## config.mk

```make
export PLATFORM = sky130hd
export DESIGN_NAME = accel_output_data_regs
export DESIGN_NICKNAME = d
export VERILOG_FILES = /design/src/hw/sample_fifo.sv /design/src/hw/accel_out_pkg.sv /design/src/hw/accel_output_data_regs.sv
export SDC_FILE = /design/constraint.sdc
export NUM_CORES = 1
export LEC_CHECK = 0
export BUFFER_PORTS_ARGS = -buffer_cell sky130_fd_sc_hd__buf_2
export CAP_MARGIN = 30
export CORE_ASPECT_RATIO = 1.1
export CORE_MARGIN = 8
export CORE_UTILIZATION = 38
export DETAILED_ROUTE_END_ITERATION = 7
export PLACE_DENSITY = 0.59
export SLEW_MARGIN = 20
export SYNTH_ARGS = -nofsm -noshare
export SYNTH_HDL_FRONTEND = slang
export SYNTH_SLANG_ARGS = --single-unit
```

## constraint.sdc

```tcl
create_clock -name i_core_clk -period 3.3 [get_ports i_core_clk]
set_clock_uncertainty 0.15 [all_clocks]
set_input_delay 0.33 -clock i_core_clk [delete_from_list [all_inputs] [get_ports i_core_clk]]
set_output_delay 0.33 -clock i_core_clk [all_outputs]
set_load 0.03 [all_outputs]
```

## src/hw/sample_fifo.sv

```systemverilog
// no logic here: the result fifo module is defined with the register block
// assumes hw/accel_output_data_regs.sv is part of every build

```

## src/hw/accel_out_pkg.sv

```systemverilog
// constants shared by the accelerometer output data register block
// assumes an 8-bit register address space and 12-bit converter results
package accel_out_pkg;
	localparam int ADDR_W = 8;
	localparam int SAMPLE_W = 12;
	localparam int CHAN_W = 2;
	localparam int FIFO_WIDTH = CHAN_W + SAMPLE_W;
	localparam int FIFO_DEPTH = 16;

	// register map
	localparam logic [7:0] ADDR_TEMPERATURE_VALUE = 8'h01;
	localparam logic [7:0] ADDR_VECTOR_MAGNITUDE_LOW = 8'h02;
	localparam logic [7:0] ADDR_VECTOR_MAGNITUDE_HIGH = 8'h03;
	localparam logic [7:0] ADDR_X_AXIS_LOW_BYTE = 8'h04;
	localparam logic [7:0] ADDR_X_AXIS_HIGH_BYTE = 8'h05;
	localparam logic [7:0] ADDR_Y_AXIS_LOW_BYTE = 8'h06;
	localparam logic [7:0] ADDR_Y_AXIS_HIGH_BYTE = 8'h07;
	localparam logic [7:0] ADDR_Z_AXIS_LOW_BYTE = 8'h08;
	localparam logic [7:0] ADDR_Z_AXIS_HIGH_BYTE = 8'h09;
	localparam logic [7:0] ADDR_STEP = 8'h01;
	localparam logic [7:0] ADDR_FAST_STEP = 8'h02;
	localparam logic [7:0] UNMAPPED_READ = 8'h00;

	// reset values
	localparam logic [7:0] TEMPERATURE_RESET = 8'h00;
	localparam logic [11:0] MAGNITUDE_RESET = 12'h000;
	localparam logic [11:0] SAMPLE_RESET = 12'h000;
	localparam logic [3:0] NIBBLE_ZERO = 4'h0;

	// conversion channels, in acquisition order
	localparam logic [1:0] CHAN_TEMPERATURE = 2'h0;
	localparam logic [1:0] CHAN_X = 2'h1;
	localparam logic [1:0] CHAN_Y = 2'h2;
	localparam logic [1:0] CHAN_Z = 2'h3;

	// timing
	localparam int CORE_CLK_MHZ = 125;
	localparam int CONV_GAP_US = 40;
	localparam int CONV_GAP_CYCLES = CONV_GAP_US * CORE_CLK_MHZ;
	localparam int GAP_CNT_W = 16;
endpackage : accel_out_pkg

```

## src/hw/accel_output_data_regs.sv

```systemverilog
// output data registers of a three-axis acceleration sensor: conversion
// sequencing, simultaneous publish with the data-ready flag, read mux,
// and the result fifo in front of the staging registers
// assumes the serial interface decodes reads into a start/next strobe pair
// and that all inputs come from logic on i_core_clk

////////////////////////////////////////////////////////////////////////////////

// Contract
// - temperature is 8-bit signed, zero near 25C
// - temperature refreshed every output data cycle
// - magnitude updated only while magnitude_enable set
// - magnitude register reads clear data_ready_flag
// - magnitude byte order follows byte_order_select
// - magnitude low byte 02h, high nibble 03h
// - twelve-bit signed axes in 04h to 09h
// - axes latched together with data_ready_flag set
// - fast read skips upper bytes in bursts
// - fast read puts axis upper bits at lower address
// - little endian: low byte first, nibble right
// - little endian axis upper byte sign extended
// - big endian: bits 11..4 first, nibble left
// - axis byte order selectable, little endian default
// - temperature then x, y, z, 40us apart
// - axis register reads clear data_ready_flag
// - big endian second register low nibble zero
module accel_output_data_regs #(
	parameter int CONV_GAP_CYCLES = accel_out_pkg::CONV_GAP_CYCLES
) (
	input wire logic i_core_clk,
	input wire logic i_arst_n,
	input wire logic i_odr_tick,
	input wire logic i_magnitude_enable,
	input wire logic i_byte_order_select,
	input wire logic i_fast_read,
	output logic o_conv_req,
	output logic [1:0] o_conv_chan,
	input wire logic i_conv_valid,
	output logic o_conv_ready,
	input wire logic [1:0] i_conv_chan,
	input wire logic [11:0] i_conv_data,
	input wire logic [11:0] i_vector_magnitude,
	input wire logic i_rd_en,
	input wire logic i_rd_first,
	input wire logic [7:0] i_rd_addr,
	input wire logic i_burst_active,
	output logic o_rd_valid,
	output logic [7:0] o_rd_data,
	output logic [7:0] o_rd_addr,
	output logic o_data_ready_flag
);
	typedef enum logic [1:0] {SEQ_IDLE, SEQ_WAIT} seq_state_t;

	seq_state_t seq_state;
	logic [accel_out_pkg::GAP_CNT_W-1:0] gap_cnt;
	logic [1:0] seq_chan;

	logic fifo_valid;
	logic fifo_ready;
	logic [accel_out_pkg::FIFO_WIDTH-1:0] fifo_data;
	logic [1:0] drain_chan;
	logic [11:0] drain_data;

	logic [7:0] temp_stage;
	logic [11:0] x_stage;
	logic [11:0] y_stage;
	logic [11:0] z_stage;
	logic publish_pending;
	logic publish;

	logic [7:0] temperature_value;
	logic [11:0] vector_magnitude;
	logic [11:0] x_sample;
	logic [11:0] y_sample;
	logic [11:0] z_sample;

	logic [7:0] rd_ptr;
	logic [7:0] cur_addr;
	logic [7:0] next_rd_data;
	logic [7:0] next_addr;
	logic flag_clear;

	////////////////////////////////////////////////////////////////////////////////
	// conversion sequencer

	always_ff @(posedge i_core_clk or negedge i_arst_n) begin
		if (!i_arst_n) begin
			seq_state <= SEQ_IDLE;
			gap_cnt <= '0;
			seq_chan <= accel_out_pkg::CHAN_TEMPERATURE;
			o_conv_req <= 1'b0;
			o_conv_chan <= accel_out_pkg::CHAN_TEMPERATURE;
		end else begin
			o_conv_req <= 1'b0;
			unique case (seq_state)
				SEQ_IDLE: begin
					if (i_odr_tick) begin
						// temperature first, then the axes
						o_conv_req <= 1'b1;
						o_conv_chan <= accel_out_pkg::CHAN_TEMPERATURE;
						seq_chan <= accel_out_pkg::CHAN_TEMPERATURE;
						gap_cnt <= '0;
						seq_state <= SEQ_WAIT;
					end
				end
				SEQ_WAIT: begin
					if (gap_cnt == accel_out_pkg::GAP_CNT_W'(CONV_GAP_CYCLES - 1)) begin
						gap_cnt <= '0;
						if (seq_chan == accel_out_pkg::CHAN_Z) begin
							seq_state <= SEQ_IDLE;
						end else begin
							o_conv_req <= 1'b1;
							o_conv_chan <= seq_chan + 2'h1;
							seq_chan <= seq_chan + 2'h1;
						end
					end else begin
						gap_cnt <= gap_cnt + 1'b1;
					end
				end
			endcase
		end
	end

	////////////////////////////////////////////////////////////////////////////////
	// result buffering and staging

	sample_fifo #(
		.WIDTH(accel_out_pkg::FIFO_WIDTH),
		.DEPTH(accel_out_pkg::FIFO_DEPTH)
	) u_fifo (
		.i_core_clk(i_core_clk),
		.i_arst_n(i_arst_n),
		.i_in_valid(i_conv_valid),
		.o_in_ready(o_conv_ready),
		.i_in_data({i_conv_chan, i_conv_data}),
		.o_out_valid(fifo_valid),
		.i_out_ready(fifo_ready),
		.o_out_data(fifo_data)
	);

	assign drain_chan = fifo_data[accel_out_pkg::FIFO_WIDTH-1 -: 2];
	assign drain_data = fifo_data[11:0];
	// stall the drain while a full set waits, so stages keep one coherent set
	assign fifo_ready = !publish_pending;
	// hold the visible set back until any burst read has ended
	assign publish = publish_pending && !i_burst_active;

	always_ff @(posedge i_core_clk or negedge i_arst_n) begin
		if (!i_arst_n) begin
			temp_stage <= accel_out_pkg::TEMPERATURE_RESET;
			x_stage <= accel_out_pkg::SAMPLE_RESET;
			y_stage <= accel_out_pkg::SAMPLE_RESET;
			z_stage <= accel_out_pkg::SAMPLE_RESET;
			publish_pending <= 1'b0;
		end else begin
			if (publish) begin
				publish_pending <= 1'b0;
			end
			if (fifo_valid && fifo_ready) begin
				unique case (drain_chan)
					accel_out_pkg::CHAN_TEMPERATURE: temp_stage <= drain_data[7:0];
					accel_out_pkg::CHAN_X: x_stage <= drain_data;
					accel_out_pkg::CHAN_Y: y_stage <= drain_data;
					accel_out_pkg::CHAN_Z: begin
						z_stage <= drain_data;
						publish_pending <= 1'b1;
					end
				endcase
			end
		end
	end

	////////////////////////////////////////////////////////////////////////////////
	// published output set

	always_ff @(posedge i_core_clk or negedge i_arst_n) begin
		if (!i_arst_n) begin
			temperature_value <= accel_out_pkg::TEMPERATURE_RESET;
			x_sample <= accel_out_pkg::SAMPLE_RESET;
			y_sample <= accel_out_pkg::SAMPLE_RESET;
			z_sample <= accel_out_pkg::SAMPLE_RESET;
		end else if (publish) begin
			temperature_value <= temp_stage;
			x_sample <= x_stage;
			y_sample <= y_stage;
			z_sample <= z_stage;
		end
	end

	always_ff @(posedge i_core_clk or negedge i_arst_n) begin
		if (!i_arst_n) begin
			vector_magnitude <= accel_out_pkg::MAGNITUDE_RESET;
		end else if (publish && i_magnitude_enable) begin
			vector_magnitude <= i_vector_magnitude;
		end
	end

	// a new set wins over a clearing read in the same cycle
	always_ff @(posedge i_core_clk or negedge i_arst_n) begin
		if (!i_arst_n) begin
			o_data_ready_flag <= 1'b0;
		end else if (publish) begin
			o_data_ready_flag <= 1'b1;
		end else if (flag_clear) begin
			o_data_ready_flag <= 1'b0;
		end
	end

	////////////////////////////////////////////////////////////////////////////////
	// register read path

	assign cur_addr = i_rd_first ? i_rd_addr : rd_ptr;
	assign flag_clear = i_rd_en && (cur_addr >= accel_out_pkg::ADDR_VECTOR_MAGNITUDE_LOW)
		&& (cur_addr <= accel_out_pkg::ADDR_Z_AXIS_HIGH_BYTE);

	always_comb begin
		next_addr = cur_addr + accel_out_pkg::ADDR_STEP;
		// fast read steps from one axis lower address to the next
		if (i_fast_read && (cur_addr >= accel_out_pkg::ADDR_X_AXIS_LOW_BYTE)
			&& (cur_addr <= accel_out_pkg::ADDR_Z_AXIS_LOW_BYTE) && !cur_addr[0]) begin
			next_addr = cur_addr + accel_out_pkg::ADDR_FAST_STEP;
		end
	end

	function automatic logic [7:0] axis_byte(input logic [11:0] s, input logic upper,
			input logic big);
		logic [7:0] b;
		b = 8'h00;
		if (big) begin
			b = upper ? {s[3:0], accel_out_pkg::NIBBLE_ZERO} : s[11:4];
		end else begin
			b = upper ? {{4{s[11]}}, s[11:8]} : s[7:0];
		end
		return b;
	endfunction : axis_byte

	always_comb begin
		logic big;
		big = i_byte_order_select || i_fast_read;
		unique case (cur_addr)
			accel_out_pkg::ADDR_TEMPERATURE_VALUE: next_rd_data = temperature_value;
			accel_out_pkg::ADDR_VECTOR_MAGNITUDE_LOW: next_rd_data = i_byte_order_select ?
				vector_magnitude[11:4] : vector_magnitude[7:0];
			accel_out_pkg::ADDR_VECTOR_MAGNITUDE_HIGH: next_rd_data = i_byte_order_select ?
				{vector_magnitude[3:0], accel_out_pkg::NIBBLE_ZERO} :
				{accel_out_pkg::NIBBLE_ZERO, vector_magnitude[11:8]};
			accel_out_pkg::ADDR_X_AXIS_LOW_BYTE: next_rd_data = axis_byte(x_sample, 1'b0, big);
			accel_out_pkg::ADDR_X_AXIS_HIGH_BYTE: next_rd_data = axis_byte(x_sample, 1'b1, big);
			accel_out_pkg::ADDR_Y_AXIS_LOW_BYTE: next_rd_data = axis_byte(y_sample, 1'b0, big);
			accel_out_pkg::ADDR_Y_AXIS_HIGH_BYTE: next_rd_data = axis_byte(y_sample, 1'b1, big);
			accel_out_pkg::ADDR_Z_AXIS_LOW_BYTE: next_rd_data = axis_byte(z_sample, 1'b0, big);
			accel_out_pkg::ADDR_Z_AXIS_HIGH_BYTE: next_rd_data = axis_byte(z_sample, 1'b1, big);
			default: next_rd_data = accel_out_pkg::UNMAPPED_READ;
		endcase
	end

	always_ff @(posedge i_core_clk or negedge i_arst_n) begin
		if (!i_arst_n) begin
			rd_ptr <= 8'h00;
			o_rd_valid <= 1'b0;
			o_rd_data <= 8'h00;
			o_rd_addr <= 8'h00;
		end else begin
			o_rd_valid <= i_rd_en;
			if (i_rd_en) begin
				rd_ptr <= next_addr;
				o_rd_data <= next_rd_data;
				o_rd_addr <= cur_addr;
			end
		end
	end
endmodule : accel_output_data_regs

////////////////////////////////////////////////////////////////////////////////
// synchronous fifo for converter results, width and depth as parameters
// one clock only; depth must be a power of two

module sample_fifo #(
	parameter int WIDTH = 14,
	parameter int DEPTH = 16
) (
	input wire logic i_core_clk,
	input wire logic i_arst_n,
	input wire logic i_in_valid,
	output logic o_in_ready,
	input wire logic [WIDTH-1:0] i_in_data,
	output logic o_out_valid,
	input wire logic i_out_ready,
	output logic [WIDTH-1:0] o_out_data
);
	localparam int AW = $clog2(DEPTH);

	logic [WIDTH-1:0] mem [DEPTH];
	logic [AW:0] wr_ptr;
	logic [AW:0] rd_ptr;
	logic push;
	logic pop;

	assign o_in_ready = (wr_ptr[AW] == rd_ptr[AW]) || (wr_ptr[AW-1:0] != rd_ptr[AW-1:0]);
	assign o_out_valid = (wr_ptr != rd_ptr);
	assign o_out_data = mem[rd_ptr[AW-1:0]];
	assign push = i_in_valid && o_in_ready;
	assign pop = o_out_valid && i_out_ready;

	always_ff @(posedge i_core_clk) begin
		if (push) begin
			mem[wr_ptr[AW-1:0]] <= i_in_data;
		end
	end

	always_ff @(posedge i_core_clk or negedge i_arst_n) begin
		if (!i_arst_n) begin
			wr_ptr <= '0;
			rd_ptr <= '0;
		end else begin
			if (push) begin
				wr_ptr <= wr_ptr + 1'b1;
			end
			if (pop) begin
				rd_ptr <= rd_ptr + 1'b1;
			end
		end
	end
endmodule : sample_fifo

```

* Word-level counts from Yosys, hierarchy flattened *
Memory sizes are Yosys's and may differ from the RTL's.
Index checks and enable logic that the tools add are counted.

word-level totals
  register bits after elaboration = 158
  bits in writable memories = 224
  bits of input ports = 44
  memories = 1

memory list
  memory      depth  bits a word  read ports  clocked after Yosys merged registers in  write ports  RTL line                       RTL
  u_fifo.mem  16     14           1           0                                        1            accel_output_data_regs.sv:293  logic [WIDTH-1:0] mem [DEPTH];

cells by class
  add/subtract/negate cells = 6
  order comparisons = 4
  equality and inequality tests = 22
  multiplexer cells = 33
  reductions and logical operators = 23

operators by type and width
  kind                     count
  $mux W8                  10
  $pmux W8 S9              1
  $eq A8 B3 Y1 const B     4
  $mux W16                 2
  $pmux W16 S2             1
  $add A16 B1 Y16 const B  1
  $eq A16 B13 Y1 const B   1
  $eq A8 B2 Y1 const B     2
  $eq A8 B4 Y1 const B     2
  $le A8 B4 Y1 const B     2
  $mux W2                  6
  $add A5 B1 Y5 const B    2
  $mux W1                  10
  $logic_and A1 B1 Y1      9
  $add A8 B1 Y8 const B    1
  $add A8 B2 Y8 const B    1
  $eq A8 B1 Y1 const B     1
  $ge A8 B2 Y1 const B     1
  $ge A8 B3 Y1 const B     1
  $ne A2 B2 Y1 const B     4
  $pmux W2 S2              2
  $reduce_and A2 Y1        4
  $eq A2 B2 Y1 const B     3
  $reduce_and A3 Y1        2
  10 further kinds         15

* Logic depth before layout (Yosys ltp) *
Gate-level depths: netlist of run 1.

  word-level depth = 6
  depth in mapped cells = 12
  gate-level depth less buffers = 9

* Hierarchy *
Synthesis of run 1 repeated with hierarchy kept, for this count alone.

unflattened totals
  cell total of the unflattened synthesis = 1,113
  area total of the unflattened synthesis = 16,686.0 µm²

modules (own cells, without submodules)
  module                  times used  cells an instance  area an instance (µm²)  sequential area each (µm²)
  sample_fifo             1           426                9,210.1                 6,976.7
  accel_output_data_regs  1           687                7,475.9                 3,678.5

* Least setup slack after synthesis of run 1 *
No wires, ideal clock.

  path type = reg2reg
  from = register u_fifo.wr_ptr[2]
  to = memory u_fifo.mem[2][0], enable pin
  library setup time = 0.421 ns
  arrival time = 2.691 ns
  data required time = 2.729 ns
  path slack = 0.038 ns
  cell stages (with the launch flop) = 7
  buffers on the path = 1
  period minus slack after synthesis = 3.262 ns
  path through = dfrtp_1 > clkbuf_1 > xor2_1 > nor4_1 > nand2b_1 > nand2_1 > nor4_1

between the ends
  cells in the longest elaborated chain, start to end = 5

RTL lines
  what                           RTL line                       RTL
  from (decl)                    accel_output_data_regs.sv:294  logic [AW:0] wr_ptr;
  from (signal assigned)         accel_output_data_regs.sv:317  wr_ptr <= wr_ptr + 1'b1;
  $ne A4 B4 Y1                   accel_output_data_regs.sv:299  assign o_in_ready = (wr_ptr[AW] == rd_ptr[AW]) || (wr_ptr[AW-1:0] != rd_ptr[AW-1:0]);
  $logic_or A1 B1 Y1             accel_output_data_regs.sv:299
  named net o_conv_ready         accel_output_data_regs.sv:39   output logic o_conv_ready,
  $logic_and A1 B1 Y1            accel_output_data_regs.sv:302  assign push = i_in_valid && o_in_ready;
  $mux W1                        accel_output_data_regs.sv:306  if (push) begin
  $mux W1 (implied by the code)  accel_output_data_regs.sv:307  mem[wr_ptr[AW-1:0]] <= i_in_data;
  to (decl)                      accel_output_data_regs.sv:293

The timed path passes the listed nets, and every way through them passes these cells.

* Worst setup path in the final report of run 1 *
  from = register rd_ptr[1]
  to = register o_rd_data[3]

between the ends
  cells in the longest elaborated chain, start to end = 3

RTL lines
  what                                  RTL line                       RTL
  from (decl)                           accel_output_data_regs.sv:77   logic [7:0] rd_ptr;
  from (signal assigned)                accel_output_data_regs.sv:266  rd_ptr <= next_addr;
  $mux W8 (*)                           accel_output_data_regs.sv:212  assign cur_addr = i_rd_first ? i_rd_addr : rd_ptr;
  $eq A8 B4 Y1 (tied with other cells)  accel_output_data_regs.sv:240  unique case (cur_addr)
  $pmux W8 S9 (*)                       accel_output_data_regs.sv:240
  to (signal assigned)                  accel_output_data_regs.sv:267  o_rd_data <= next_rd_data;
  to (decl)                             accel_output_data_regs.sv:48   output logic [7:0] o_rd_data,

Every way passes the cells marked *; elsewhere a longest branch is shown, timed or not.
A chain may end at the register's enable or synchronous reset.

==> results of run 1 <==
==> Yosys cell counts (6+ instances only) <==
| cell type | instances |
|---|---|
| a211oi_1 | 12 |
| a21oi_1 | 43 |
| a221oi_1 | 8 |
| a22o_1 | 7 |
| a31oi_1 | 7 |
| and2_1 | 7 |
| and3_1 | 9 |
| buf_1 | 6 |
| buf_2 | 11 |
| clkbuf_1 | 33 |
| dfrtp_1 | 157 |
| edfxtp_1 | 224 |
| ha_1 | 14 |
| inv_1 | 18 |
| mux2_2 | 76 |
| mux2_4 | 29 |
| mux2i_1 | 42 |
| mux4_2 | 55 |
| nand2_1 | 72 |
| nand2b_1 | 6 |
| nand3_1 | 13 |
| nand4_1 | 9 |
| nor2_1 | 42 |
| nor2b_1 | 17 |
| nor3_1 | 12 |
| nor4_1 | 8 |
| o21ai_0 | 28 |
| o22ai_1 | 8 |
| o31ai_1 | 7 |
| xnor2_1 | 12 |
| xor2_1 | 7 |
==> metrics by stage <==
| step | hold slack, ns | total power [mW] |
|---|---|---|
| 5_1_grt | 0.0102 | 17.3 |
| 3_5_place_dp | 0.189 | 12.2 |
| 2_1_floorplan | -0.116 | 10.7 |
| 4_1_cts | 0.000808 | 16.7 |
| 3_3_place_gp | 0.185 | 12.1 |
| 6_report | 0.0232 | 16.4 |
==> sequential cells by signal (all words and copies together), names as in the netlist <==
| signal | count |
|---|---|
| u_fifo.mem | 224 |
| o_conv_req | 1 |
| o_data_ready_flag | 1 |
| gap_cnt | 16 |
| temp_stage | 8 |
| o_rd_valid | 1 |
| vector_magnitude | 12 |
| y_stage | 12 |
| temperature_value | 8 |
| o_rd_data | 8 |
| u_fifo.rd_ptr | 5 |
| rd_ptr | 8 |
| z_stage | 12 |
| u_fifo.wr_ptr | 5 |
| o_rd_addr | 8 |
| y_sample | 12 |
| x_sample | 12 |
| x_stage | 12 |
| publish_pending | 1 |
| seq_chan | 2 |
| z_sample | 12 |
| seq_state | 1 |
==> layout by cell type, fill, tap and decap left out, types with 5 or more instances in the layout <==
| cell | netlist | routed |
|---|---|---|
| edfxtp_1 | 224 | 224 |
| dfrtp_1 | 157 | 154 |
| mux2_2 | 76 | 76 |
| nand2_1 | 72 | 72 |
| buf_2 | 11 | 64 |
| mux4_2 | 55 | 55 |
| a21oi_1 | 43 | 43 |
| mux2i_1 | 42 | 42 |
| clkbuf_16 | 0 | 42 |
| nor2_1 | 42 | 41 |
| buf_4 | 3 | 40 |
| mux2_4 | 29 | 29 |
| o21ai_0 | 28 | 28 |
| dlygate4sd3_1 | 0 | 20 |
| inv_1 | 18 | 18 |
| nor2b_1 | 17 | 16 |
| ha_1 | 14 | 14 |
| nand3_1 | 13 | 13 |
| xnor2_1 | 12 | 12 |
| a211oi_1 | 12 | 12 |
| and3_1 | 9 | 9 |
| nand4_1 | 9 | 9 |
| nor3_1 | 12 | 8 |
| o22ai_1 | 8 | 8 |
| a221oi_1 | 8 | 8 |
| clkbuf_1 | 33 | 8 |
| xor2_1 | 7 | 7 |
| and2_1 | 7 | 7 |
| nor3_2 | 3 | 7 |
| a22o_1 | 7 | 7 |
| a31oi_1 | 7 | 7 |
| clkinv_1 | 0 | 7 |
| nand2b_1 | 6 | 6 |
| o31ai_1 | 7 | 6 |
| a22oi_1 | 5 | 5 |
| mux2_1 | 5 | 5 |
| clkbuf_8 | 0 | 5 |
==> routing by layer <==
metal  GRT usage [%]  part of all wire, %  routed length, um
met3            2.87                  4.7               1730
met1            19.2                   44              16500
met5               0                    0                  0
met4            4.46                  2.0                762
met2            24.4                   49              18200
==> critical path, cell delays in order (launching register included) <==
cell,delay [ns]
dfrtp_1,0.35
mux2i_1,0.07
buf_4,0.16
ha_1,0.28
and4b_1,0.24
nor2_1,0.31
nor2_1,0.17
a221oi_1,0.28
a21oi_1,0.07
a2111oi_0,0.52
a22oi_1,0.15
==> path summary, 6_finish.rpt <==
path / from / endpoint / slack (ns) / depth (start not counted)
max in group asynchronous: i_arst_n / u_fifo.rd_ptr[0]$_DFFE_PN0P_ / 1.99 / 3
max: rd_ptr[1]$_DFFE_PN0P_ / o_rd_data[3]$_DFFE_PN0P_ / 0.39 / 10
min: i_conv_data[4] / u_fifo.mem[5][4]$_DFFE_PP_ / 0.02 / 1
min reg2reg: o_data_ready_flag$_DFFE_PN0P_ / o_data_ready_flag$_DFFE_PN0P_ / 0.33 / 1
max reg2reg: rd_ptr[1]$_DFFE_PN0P_ / o_rd_data[3]$_DFFE_PN0P_ / 0.39 / 10
min in group asynchronous: i_arst_n / seq_chan[1]$_DFFE_PN0P_ / 0.18 / 2
==> report_power, final <==
group / internal [mW] / switching [mW]
logic: 2.61 / 2.47
clock network: 2.59 / 1.80
registers: 6.14 / 0.810
total: 11.3 / 5.09
==> final cells by class <==
type / count / area (um2)
Clock buffer: 55 / 1150
Clock inverter: 15 / 131
Fill cell: 3846 / 24000
Tap cell: 574 / 718
Inverter: 18 / 67.6
Sequential cell: 381 / 10700
Timing Repair Buffer: 128 / 892
Multi-Input combinational cell: 632 / 5720
==> cell families (layout without fill, tap and decap cells) <==
kind of cell    Yosys count  count (layout)
compound gates          172             172
xor+xnor                 19              19
fa+ha+maj                14              14
buf+inv                  76             216
flops                   381             381
mux                     208             208
simple gates            219             219
==> what timing repair did <==
action | in CTS | in global routing
hold endpoints to repair | 95 | 1
setup endpoints to repair | 0 | 0
hold buffers | 19 | 1
==> flow_metrics.env, run 1 <==
export IMPL_cts_tree="done"
export IMPL_grt_usage_pct=14.7
export IMPL_ys_types=75
export IMPL_postCtsSetupBuffers=0
export IMPL_slew_headroom_pct=44.9
export IMPL_synth_xor_area_share_pct=0.998
export IMPL_grt_setup_unrepaired="no"
export IMPL_num_nets_final=1259
export IMPL_core_area_um2=43300
export IMPL_synth_seq_cells=381
export IMPL_antenna_found_initial=0
export IMPL_cap_violations=0
export IMPL_syn_avg_cell_area_um2=15.3
export IMPL_place_congestion=0.875
export IMPL_crit_type="reg -> reg"
export IMPL_synth_area_leaders="edfxtp_1 (40%), dfrtp_1 (24%), mux4_2 (7.4%)"
export IMPL_synthArstFlopShare_pct=41.2
export IMPL_place_area_um2=17800
export IMPL_p_leak_nw=7.23
export IMPL_hold_viol=0
export IMPL_worstSkewPairLatency_ns=0.55
export IMPL_hold_path_class="in -> reg"
export IMPL_clockRootBuffer="clkbuf_16"
export IMPL_place_inst=1712
export IMPL_max_freq_mhz=344
export IMPL_diodes=0
export IMPL_synth_edf_count=224
export IMPL_worstPathRequired_ns=3.54
export IMPL_syn_area_um2=16700
export IMPL_synth_top_area_share_pct=40.3
export IMPL_drt_wl_total_mm=37.2
export IMPL_post_dp_hpwl_mm=24.5
export IMPL_h_tree_depth=2
export IMPL_drc_errors=0
export IMPL_synth_compound_area_share_pct=7.08
export IMPL_yosys_warnings=0
export IMPL_status="finished clean"
export IMPL_grt_pass1_wl_mm=59.6
export IMPL_slew_violations=0
export IMPL_clk_path_buf_depth=3
export IMPL_ios=66
export IMPL_power_density_nw_per_um2=849
export IMPL_place_ws_ns=0.285
export IMPL_ys_seq_area_share_pct=63.9
export IMPL_synthMuxAreaShare_pct=18.2
export IMPL_grt_pass1_vias=10100
export IMPL_worstMarginPinSlew_ns=0.826
export IMPL_synthSimpleGateAreaFrac_pct=6.61
export IMPL_worst_slack_ns=0.393
export IMPL_clock_sinks=381
export IMPL_ys_flop_type="edfxtp_1"
export IMPL_worst_ir_drop_vdd_mv=0.466
export IMPL_start_kind="flip-flop"
export IMPL_post_cts_resized=0
export IMPL_io_buffers=65
export IMPL_grt_max_degree=71
export IMPL_tns_ns=0
export IMPL_synth_top_family_by_area="multiplexers"
export IMPL_fin_crit_ns=2.91
export IMPL_post_route_util_pct=44.6
export IMPL_ant_nets=0
export IMPL_start_util_pct=38.5
export IMPL_die_h_um=236
export IMPL_syn2layout_area_growth_pct=16.0
export IMPL_fin_cells=1803
export IMPL_wl_per_cell_um=20.6
export IMPL_synthCells=1089
export IMPL_rows=80
export IMPL_die_width_um=216
export IMPL_fp_dieArea_um2=50800
export IMPL_layout_drive_gt1_share_pct=28.5
export IMPL_via_per_inst=5.34
export IMPL_min_period_over_period_pct=88.1
export IMPL_cp_end_kind="flip-flop"
export IMPL_fin_area_um2=19300
export IMPL_finalSetupViolCount=0
export IMPL_yosys_area_top_type="edfxtp_1"
export IMPL_vias=9626
export IMPL_cts_buffers=40
export IMPL_drt_initial_drc_count=703
export IMPL_path_clk_slew_ns=0.06
export IMPL_cp_arrival_ns=3.15
export IMPL_drt_pass1_iter_count=4
export IMPL_synthAdderAreaFrac_pct=1.05
export IMPL_grt_overflow=0
export IMPL_worstPathMaxFanout=7
export IMPL_syn_nets=1147
(Power assumes the default switching activity.)
==> run 2, diff against run 1 <==
--- a/config.mk
+++ b/config.mk
@@ -11,6 +11,7 @@
 export CORE_MARGIN = 8
 export CORE_UTILIZATION = 38
 export DETAILED_ROUTE_END_ITERATION = 7
+export GPL_TIMING_DRIVEN = 0
 export PLACE_DENSITY = 0.59
 export SLEW_MARGIN = 20
 export SYNTH_ARGS = -nofsm -noshare
==> flow_metrics.env, run 2 (synthesis gave the netlist of run 1 again) <==
export IMPL_cp_depth=8
export IMPL_post_dp_hpwl_mm=26.8
export IMPL_fillers=3845
export IMPL_hold_viol=0
export IMPL_worstMarginPinSlew_ns=0.910
export IMPL_fin_crit_ns=3.09
export IMPL_via_per_inst=5.31
export IMPL_power_density_nw_per_um2=865
export IMPL_slowest_delay_ns=0.56
export IMPL_layout_common_cells="edfxtp_1 (224), dfrtp_1 (157), buf_2 (83)"
export IMPL_layout_drive_gt1_share_pct=27.8
export IMPL_cts_buffers=42
export IMPL_fp_dieArea_um2=50800
export IMPL_cap_violations=0
export IMPL_num_nets_final=1309
export IMPL_die_width_um=216
export IMPL_slew_headroom_pct=39.3
export IMPL_cts_tree="done"
export IMPL_finalSetupViolCount=0
export IMPL_slew_violations=0
export IMPL_worstSkewPairLatency_ns=0.56
export IMPL_grt_usage_pct=15.1
export IMPL_core_area_um2=43300
export IMPL_worst_slack_ns=0.210
export IMPL_crit_type="reg -> reg"
export IMPL_max_freq_mhz=324
export IMPL_drt_wl_total_mm=38.6
export IMPL_ios=66
export IMPL_fin_area_um2=19800
export IMPL_place_ws_ns=-0.446
export IMPL_worstPathCellList="buf_6, buf_12, buf_4, buf_2, mux4_2, a211oi_1, a21oi_1, mux2_4"
export IMPL_antenna_found_initial=0
export IMPL_worstPathRequired_ns=3.57
export IMPL_min_path_cells=1
export IMPL_cp_arrival_ns=3.36
export IMPL_clockRootBuffer="clkbuf_16"
export IMPL_grt_max_degree=98
export IMPL_final_common_cell="edfxtp_1"
export IMPL_syn2layout_area_growth_pct=18.5
export IMPL_grt_setup_unrepaired="no"
export IMPL_crit_slowest_cell="mux4_2"
export IMPL_cp_end_kind="flip-flop"
export IMPL_diodes=0
export IMPL_rr_worst_depth=8
export IMPL_crit_family="buffers and inverters"
export IMPL_io_buffers=65
export IMPL_ant_nets=0
export IMPL_place_congestion=0.877
export IMPL_drt_pass1_iter_count=5
export IMPL_start_util_pct=38.5
export IMPL_hold_path_class="in -> reg"
export IMPL_vias=9854
export IMPL_status="finished clean"
export IMPL_p_leak_nw=7.39
export IMPL_clk_path_buf_depth=3
export IMPL_worstPathMaxFanout=10
export IMPL_worst_ir_drop_vdd_mv=0.526
export IMPL_wl_per_cell_um=20.8
export IMPL_drc_errors=0
export IMPL_drt_initial_drc_count=661
export IMPL_min_period_over_period_pct=93.6
export IMPL_tns_ns=0
export IMPL_path_clk_slew_ns=0.06
export IMPL_grt_pass1_vias=10300
export IMPL_h_tree_depth=2
export IMPL_largest_register_ff_count=224
export IMPL_rows=80
export IMPL_cp_num_buf_inv=4
export IMPL_die_h_um=236
export IMPL_start_kind="flip-flop"
export IMPL_grt_overflow=0
export IMPL_clock_sinks=381
export IMPL_place_area_um2=17900
export IMPL_grt_pass1_wl_mm=60.9
run 2: cell count changes in the layout (fill, tap and decap cells not counted), sizes merged:
cell / before / now
clkbuf: 55 / 92
bufinv: 2 / 6
clkinvlp: 0 / 1
dlygate4sd3: 20 / 32
buf: 108 / 112
clkinv: 13 / 9
run 2: worst paths after layout:
path,startpoint,to,slack [ns]
min,i_conv_data[2],u_fifo.mem[6][2]$_DFFE_PP_,0.03
min reg2reg,o_rd_data[5]$_DFFE_PN0P_,o_rd_data[5]$_DFFE_PN0P_,0.32
max in group asynchronous,i_arst_n,z_stage[11]$_DFFE_PN0P_,1.99
max,u_fifo.rd_ptr[0]$_DFFE_PN0P_,x_stage[8]$_DFFE_PN0P_,0.21
max reg2reg,u_fifo.rd_ptr[0]$_DFFE_PN0P_,x_stage[8]$_DFFE_PN0P_,0.21
min in group asynchronous,i_arst_n,seq_chan[1]$_DFFE_PN0P_,0.16
run 2: layout make-up:
class                   count  area [um2]  share of cell area, %
clock buffers              60        1180                   5.97
inverters                  18        67.6                  0.342
repair buffers            119         848                   4.29
multi-input cells         632        5740                   29.1
well taps                 574         718                   3.64
clock inverters            16         253                   1.28
plain buffers              57         290                   1.47
flip-flops and latches    381       10700                   53.9
run 2: metal layers:
layer / share of wire, % / up-vias / GRT usage, %
li1: - / 4544 / -
met3: 4.1 / 62 / 2.60
met5: 0 / - / 0
met4: 2.6 / 0 / 5.00
met2: 49 / 220 / 25.3
met1: 44 / 5028 / 19.5
run 2: what timing repair did:
item	4_1_cts	5_1_grt
setup buffers	0	2
endpoints found under the setup margin	8	119
pin swaps	0	1
hold endpoints to repair	267	0
resized for setup	1	8
hold buffers	32	0
run 2: report_power, final:
| part | switching [mW] | leakage, nW | internal (mW) |
|---|---|---|---|
| sequential | 0.731 | 3.90 | 6.13 |
| combinational | 2.71 | 2.80 | 2.69 |
| clock | 1.86 | 0.695 | 2.96 |
run 2: through the flow:
| stage | instances | power [mW] | hold WS [ns] | util (%) |
|---|---|---|---|---|
| after floorplan | 1089 | 10.7 | -0.116 | - |
| final | 1857 | 17.1 | 0.0335 | 45.6 |
| after detailed placement | 1748 | 12.3 | 0.151 | 41.4 |
| after global routing | 1857 | 17.9 | 0.0303 | 45.6 |
| after CTS | 1856 | 17.3 | 0.00895 | 45.5 |
| after global placement | 1728 | 12.2 | 0.315 | 40.9 |
==> run 3, diff against run 2 <==
--- a/config.mk
+++ b/config.mk
@@ -10,6 +10,7 @@
 export CORE_ASPECT_RATIO = 1.1
 export CORE_MARGIN = 8
 export CORE_UTILIZATION = 38
+export CTS_BUF_LIST = sky130_fd_sc_hd__clkbuf_4 sky130_fd_sc_hd__clkbuf_8 sky130_fd_sc_hd__clkbuf_16
 export DETAILED_ROUTE_END_ITERATION = 7
 export GPL_TIMING_DRIVEN = 0
 export PLACE_DENSITY = 0.59
==> flow_metrics.env, run 3 (synthesis gave the netlist of run 1 again) <==
export IMPL_slew_headroom_pct=38.0
export IMPL_cap_violations=0
export IMPL_clockRootBuffer="clkbuf_16"
export IMPL_cts_buffers=42
export IMPL_wl_per_cell_um=20.8
export IMPL_finalSetupViolCount=0
export IMPL_min_period_over_period_pct=93.4
export IMPL_drc_errors=0
export IMPL_fin_cells=1857
export IMPL_diodes=0
export IMPL_worstPathCellList="buf_6, buf_12, buf_4, buf_2, mux4_2, a211oi_1, a21oi_1, mux2_4"
export IMPL_grt_pass1_vias=10300
export IMPL_h_tree_depth=2
export IMPL_rows=80
export IMPL_grt_setup_unrepaired="no"
export IMPL_grt_pass1_wl_mm=60.8
export IMPL_min_path_cells=1
export IMPL_crit_type="reg -> reg"
export IMPL_drt_initial_drc_count=620
export IMPL_clk_path_buf_depth=3
export IMPL_worstPathRequired_ns=3.58
export IMPL_io_buffers=65
export IMPL_worst_ir_drop_vdd_mv=0.551
export IMPL_post_route_util_pct=45.7
export IMPL_place_area_um2=17900
export IMPL_fin_area_um2=19800
export IMPL_drt_wl_total_mm=38.6
export IMPL_status="finished clean"
export IMPL_largest_register_ff_count=224
export IMPL_antenna_found_initial=0
export IMPL_drt_pass1_iter_count=5
export IMPL_p_leak_nw=7.44
export IMPL_rr_worst_depth=8
export IMPL_power_density_nw_per_um2=868
export IMPL_holdWs_ns=0.0344
export IMPL_cts_tree="done"
export IMPL_grt_overflow=0
export IMPL_highest_layer="met4"
export IMPL_path_clk_slew_ns=0.06
export IMPL_worstSkewPairLatency_ns=0.56
export IMPL_start_util_pct=38.5
export IMPL_clock_sinks=381
export IMPL_die_width_um=216
export IMPL_wl_met3_mm=1.52
export IMPL_wl_met1_mm=17.2
export IMPL_layout_common_cells="edfxtp_1 (224), dfrtp_1 (157), buf_2 (83)"
export IMPL_hold_viol=0
export IMPL_slowest_delay_ns=0.56
export IMPL_ant_nets=0
export IMPL_layout_drive_gt1_share_pct=28.8
export IMPL_grt_usage_pct=15.1
export IMPL_place_congestion=0.877
export IMPL_final_common_cell="edfxtp_1"
export IMPL_worstMarginPinSlew_ns=0.930
export IMPL_fp_dieArea_um2=50800
export IMPL_cp_end_kind="flip-flop"
export IMPL_post_dp_hpwl_mm=26.8
export IMPL_die_h_um=236
export IMPL_hold_path_class="in -> reg"
export IMPL_num_nets_final=1309
export IMPL_core_area_um2=43300
export IMPL_via_per_inst=5.31
export IMPL_crit_slowest_cell="mux4_2"
export IMPL_wl_met2_mm=18.9
export IMPL_worstPathMaxFanout=10
export IMPL_place_inst=1748
export IMPL_syn2layout_area_growth_pct=18.8
export IMPL_fin_crit_ns=3.08
export IMPL_cp_arrival_ns=3.36
export IMPL_vias=9868
export IMPL_grt_max_degree=98
export IMPL_max_freq_mhz=324
export IMPL_ios=66
export IMPL_slew_violations=0
export IMPL_start_kind="flip-flop"
[run 3: cell count changes in the layout (fill, tap and decap cells not counted)]
cell      change
clkbuf_4     +13
clkbuf_1     -13
[run 3: what timing repair did]
action / in CTS / in global routing
gates resized for setup: 1 / 8
hold buffers: 32 / 0
setup endpoints to repair: 8 / 124
endpoints found under the hold margin: 259 / 0
pin swaps: 0 / 1
gates cloned: 0 / 0
buffers inserted: 0 / 2
[run 3: layer usage]
metal,GRT usage (%),up-vias
met5,0,-
met4,4.95,0
met3,2.58,60
met2,25.3,218
met1,19.5,5047
li1,-,4543
[run 3: worst paths after layout]
path | start | to | slack, ns
setup / recovery | u_fifo.rd_ptr[0]$_DFFE_PN0P_ | x_stage[8]$_DFFE_PN0P_ | 0.22
hold / removal | i_conv_data[2] | u_fifo.mem[8][2]$_DFFE_PP_ | 0.03
setup reg to reg | u_fifo.rd_ptr[0]$_DFFE_PN0P_ | x_stage[8]$_DFFE_PN0P_ | 0.22
hold reg to reg | o_rd_data[5]$_DFFE_PN0P_ | o_rd_data[5]$_DFFE_PN0P_ | 0.32
max in group asynchronous | i_arst_n | x_stage[6]$_DFFE_PN0P_ | 1.98
min in group asynchronous | i_arst_n | gap_cnt[8]$_DFFE_PN0P_ | 0.16
[run 3: power by group]
part | internal [mW] | switching (mW)
Sequential | 6.13 | 0.727
Clock | 3.07 | 1.87
Combinational | 2.69 | 2.71
Total | 11.9 | 5.31
[run 3: through the flow]
stage	setup WS [ns]	setup TNS, ns	power, mW
CTS	0.0221	0	17.4
global placement	-1.23	-249.49	12.2
floorplan	0.0377	0	10.7
finish	0.217	0	17.2
global route	0.0000955	0	18.0
detailed placement	-0.446	-3.27	12.3
[run 3: worst max-delay path: cells and delay by family, from the launching register on]
kind            cells  cell delay (ns)
mux                 2             0.88
compound gates      2             0.57
flops               1             0.38
buf+inv             4             0.95
[run 3: final cells by class]
| cell class | count | area (um2) |
|---|---|---|
| inverter | 18 | 67.6 |
| clock buffer | 60 | 1230 |
| buffer | 57 | 290 |
| multi-input combinational | 632 | 5740 |
| sequential | 381 | 10700 |
| fill | 3845 | 23500 |
| tap | 574 | 718 |
| clock inverter | 16 | 253 |
| timing repair buffer | 119 | 848 |
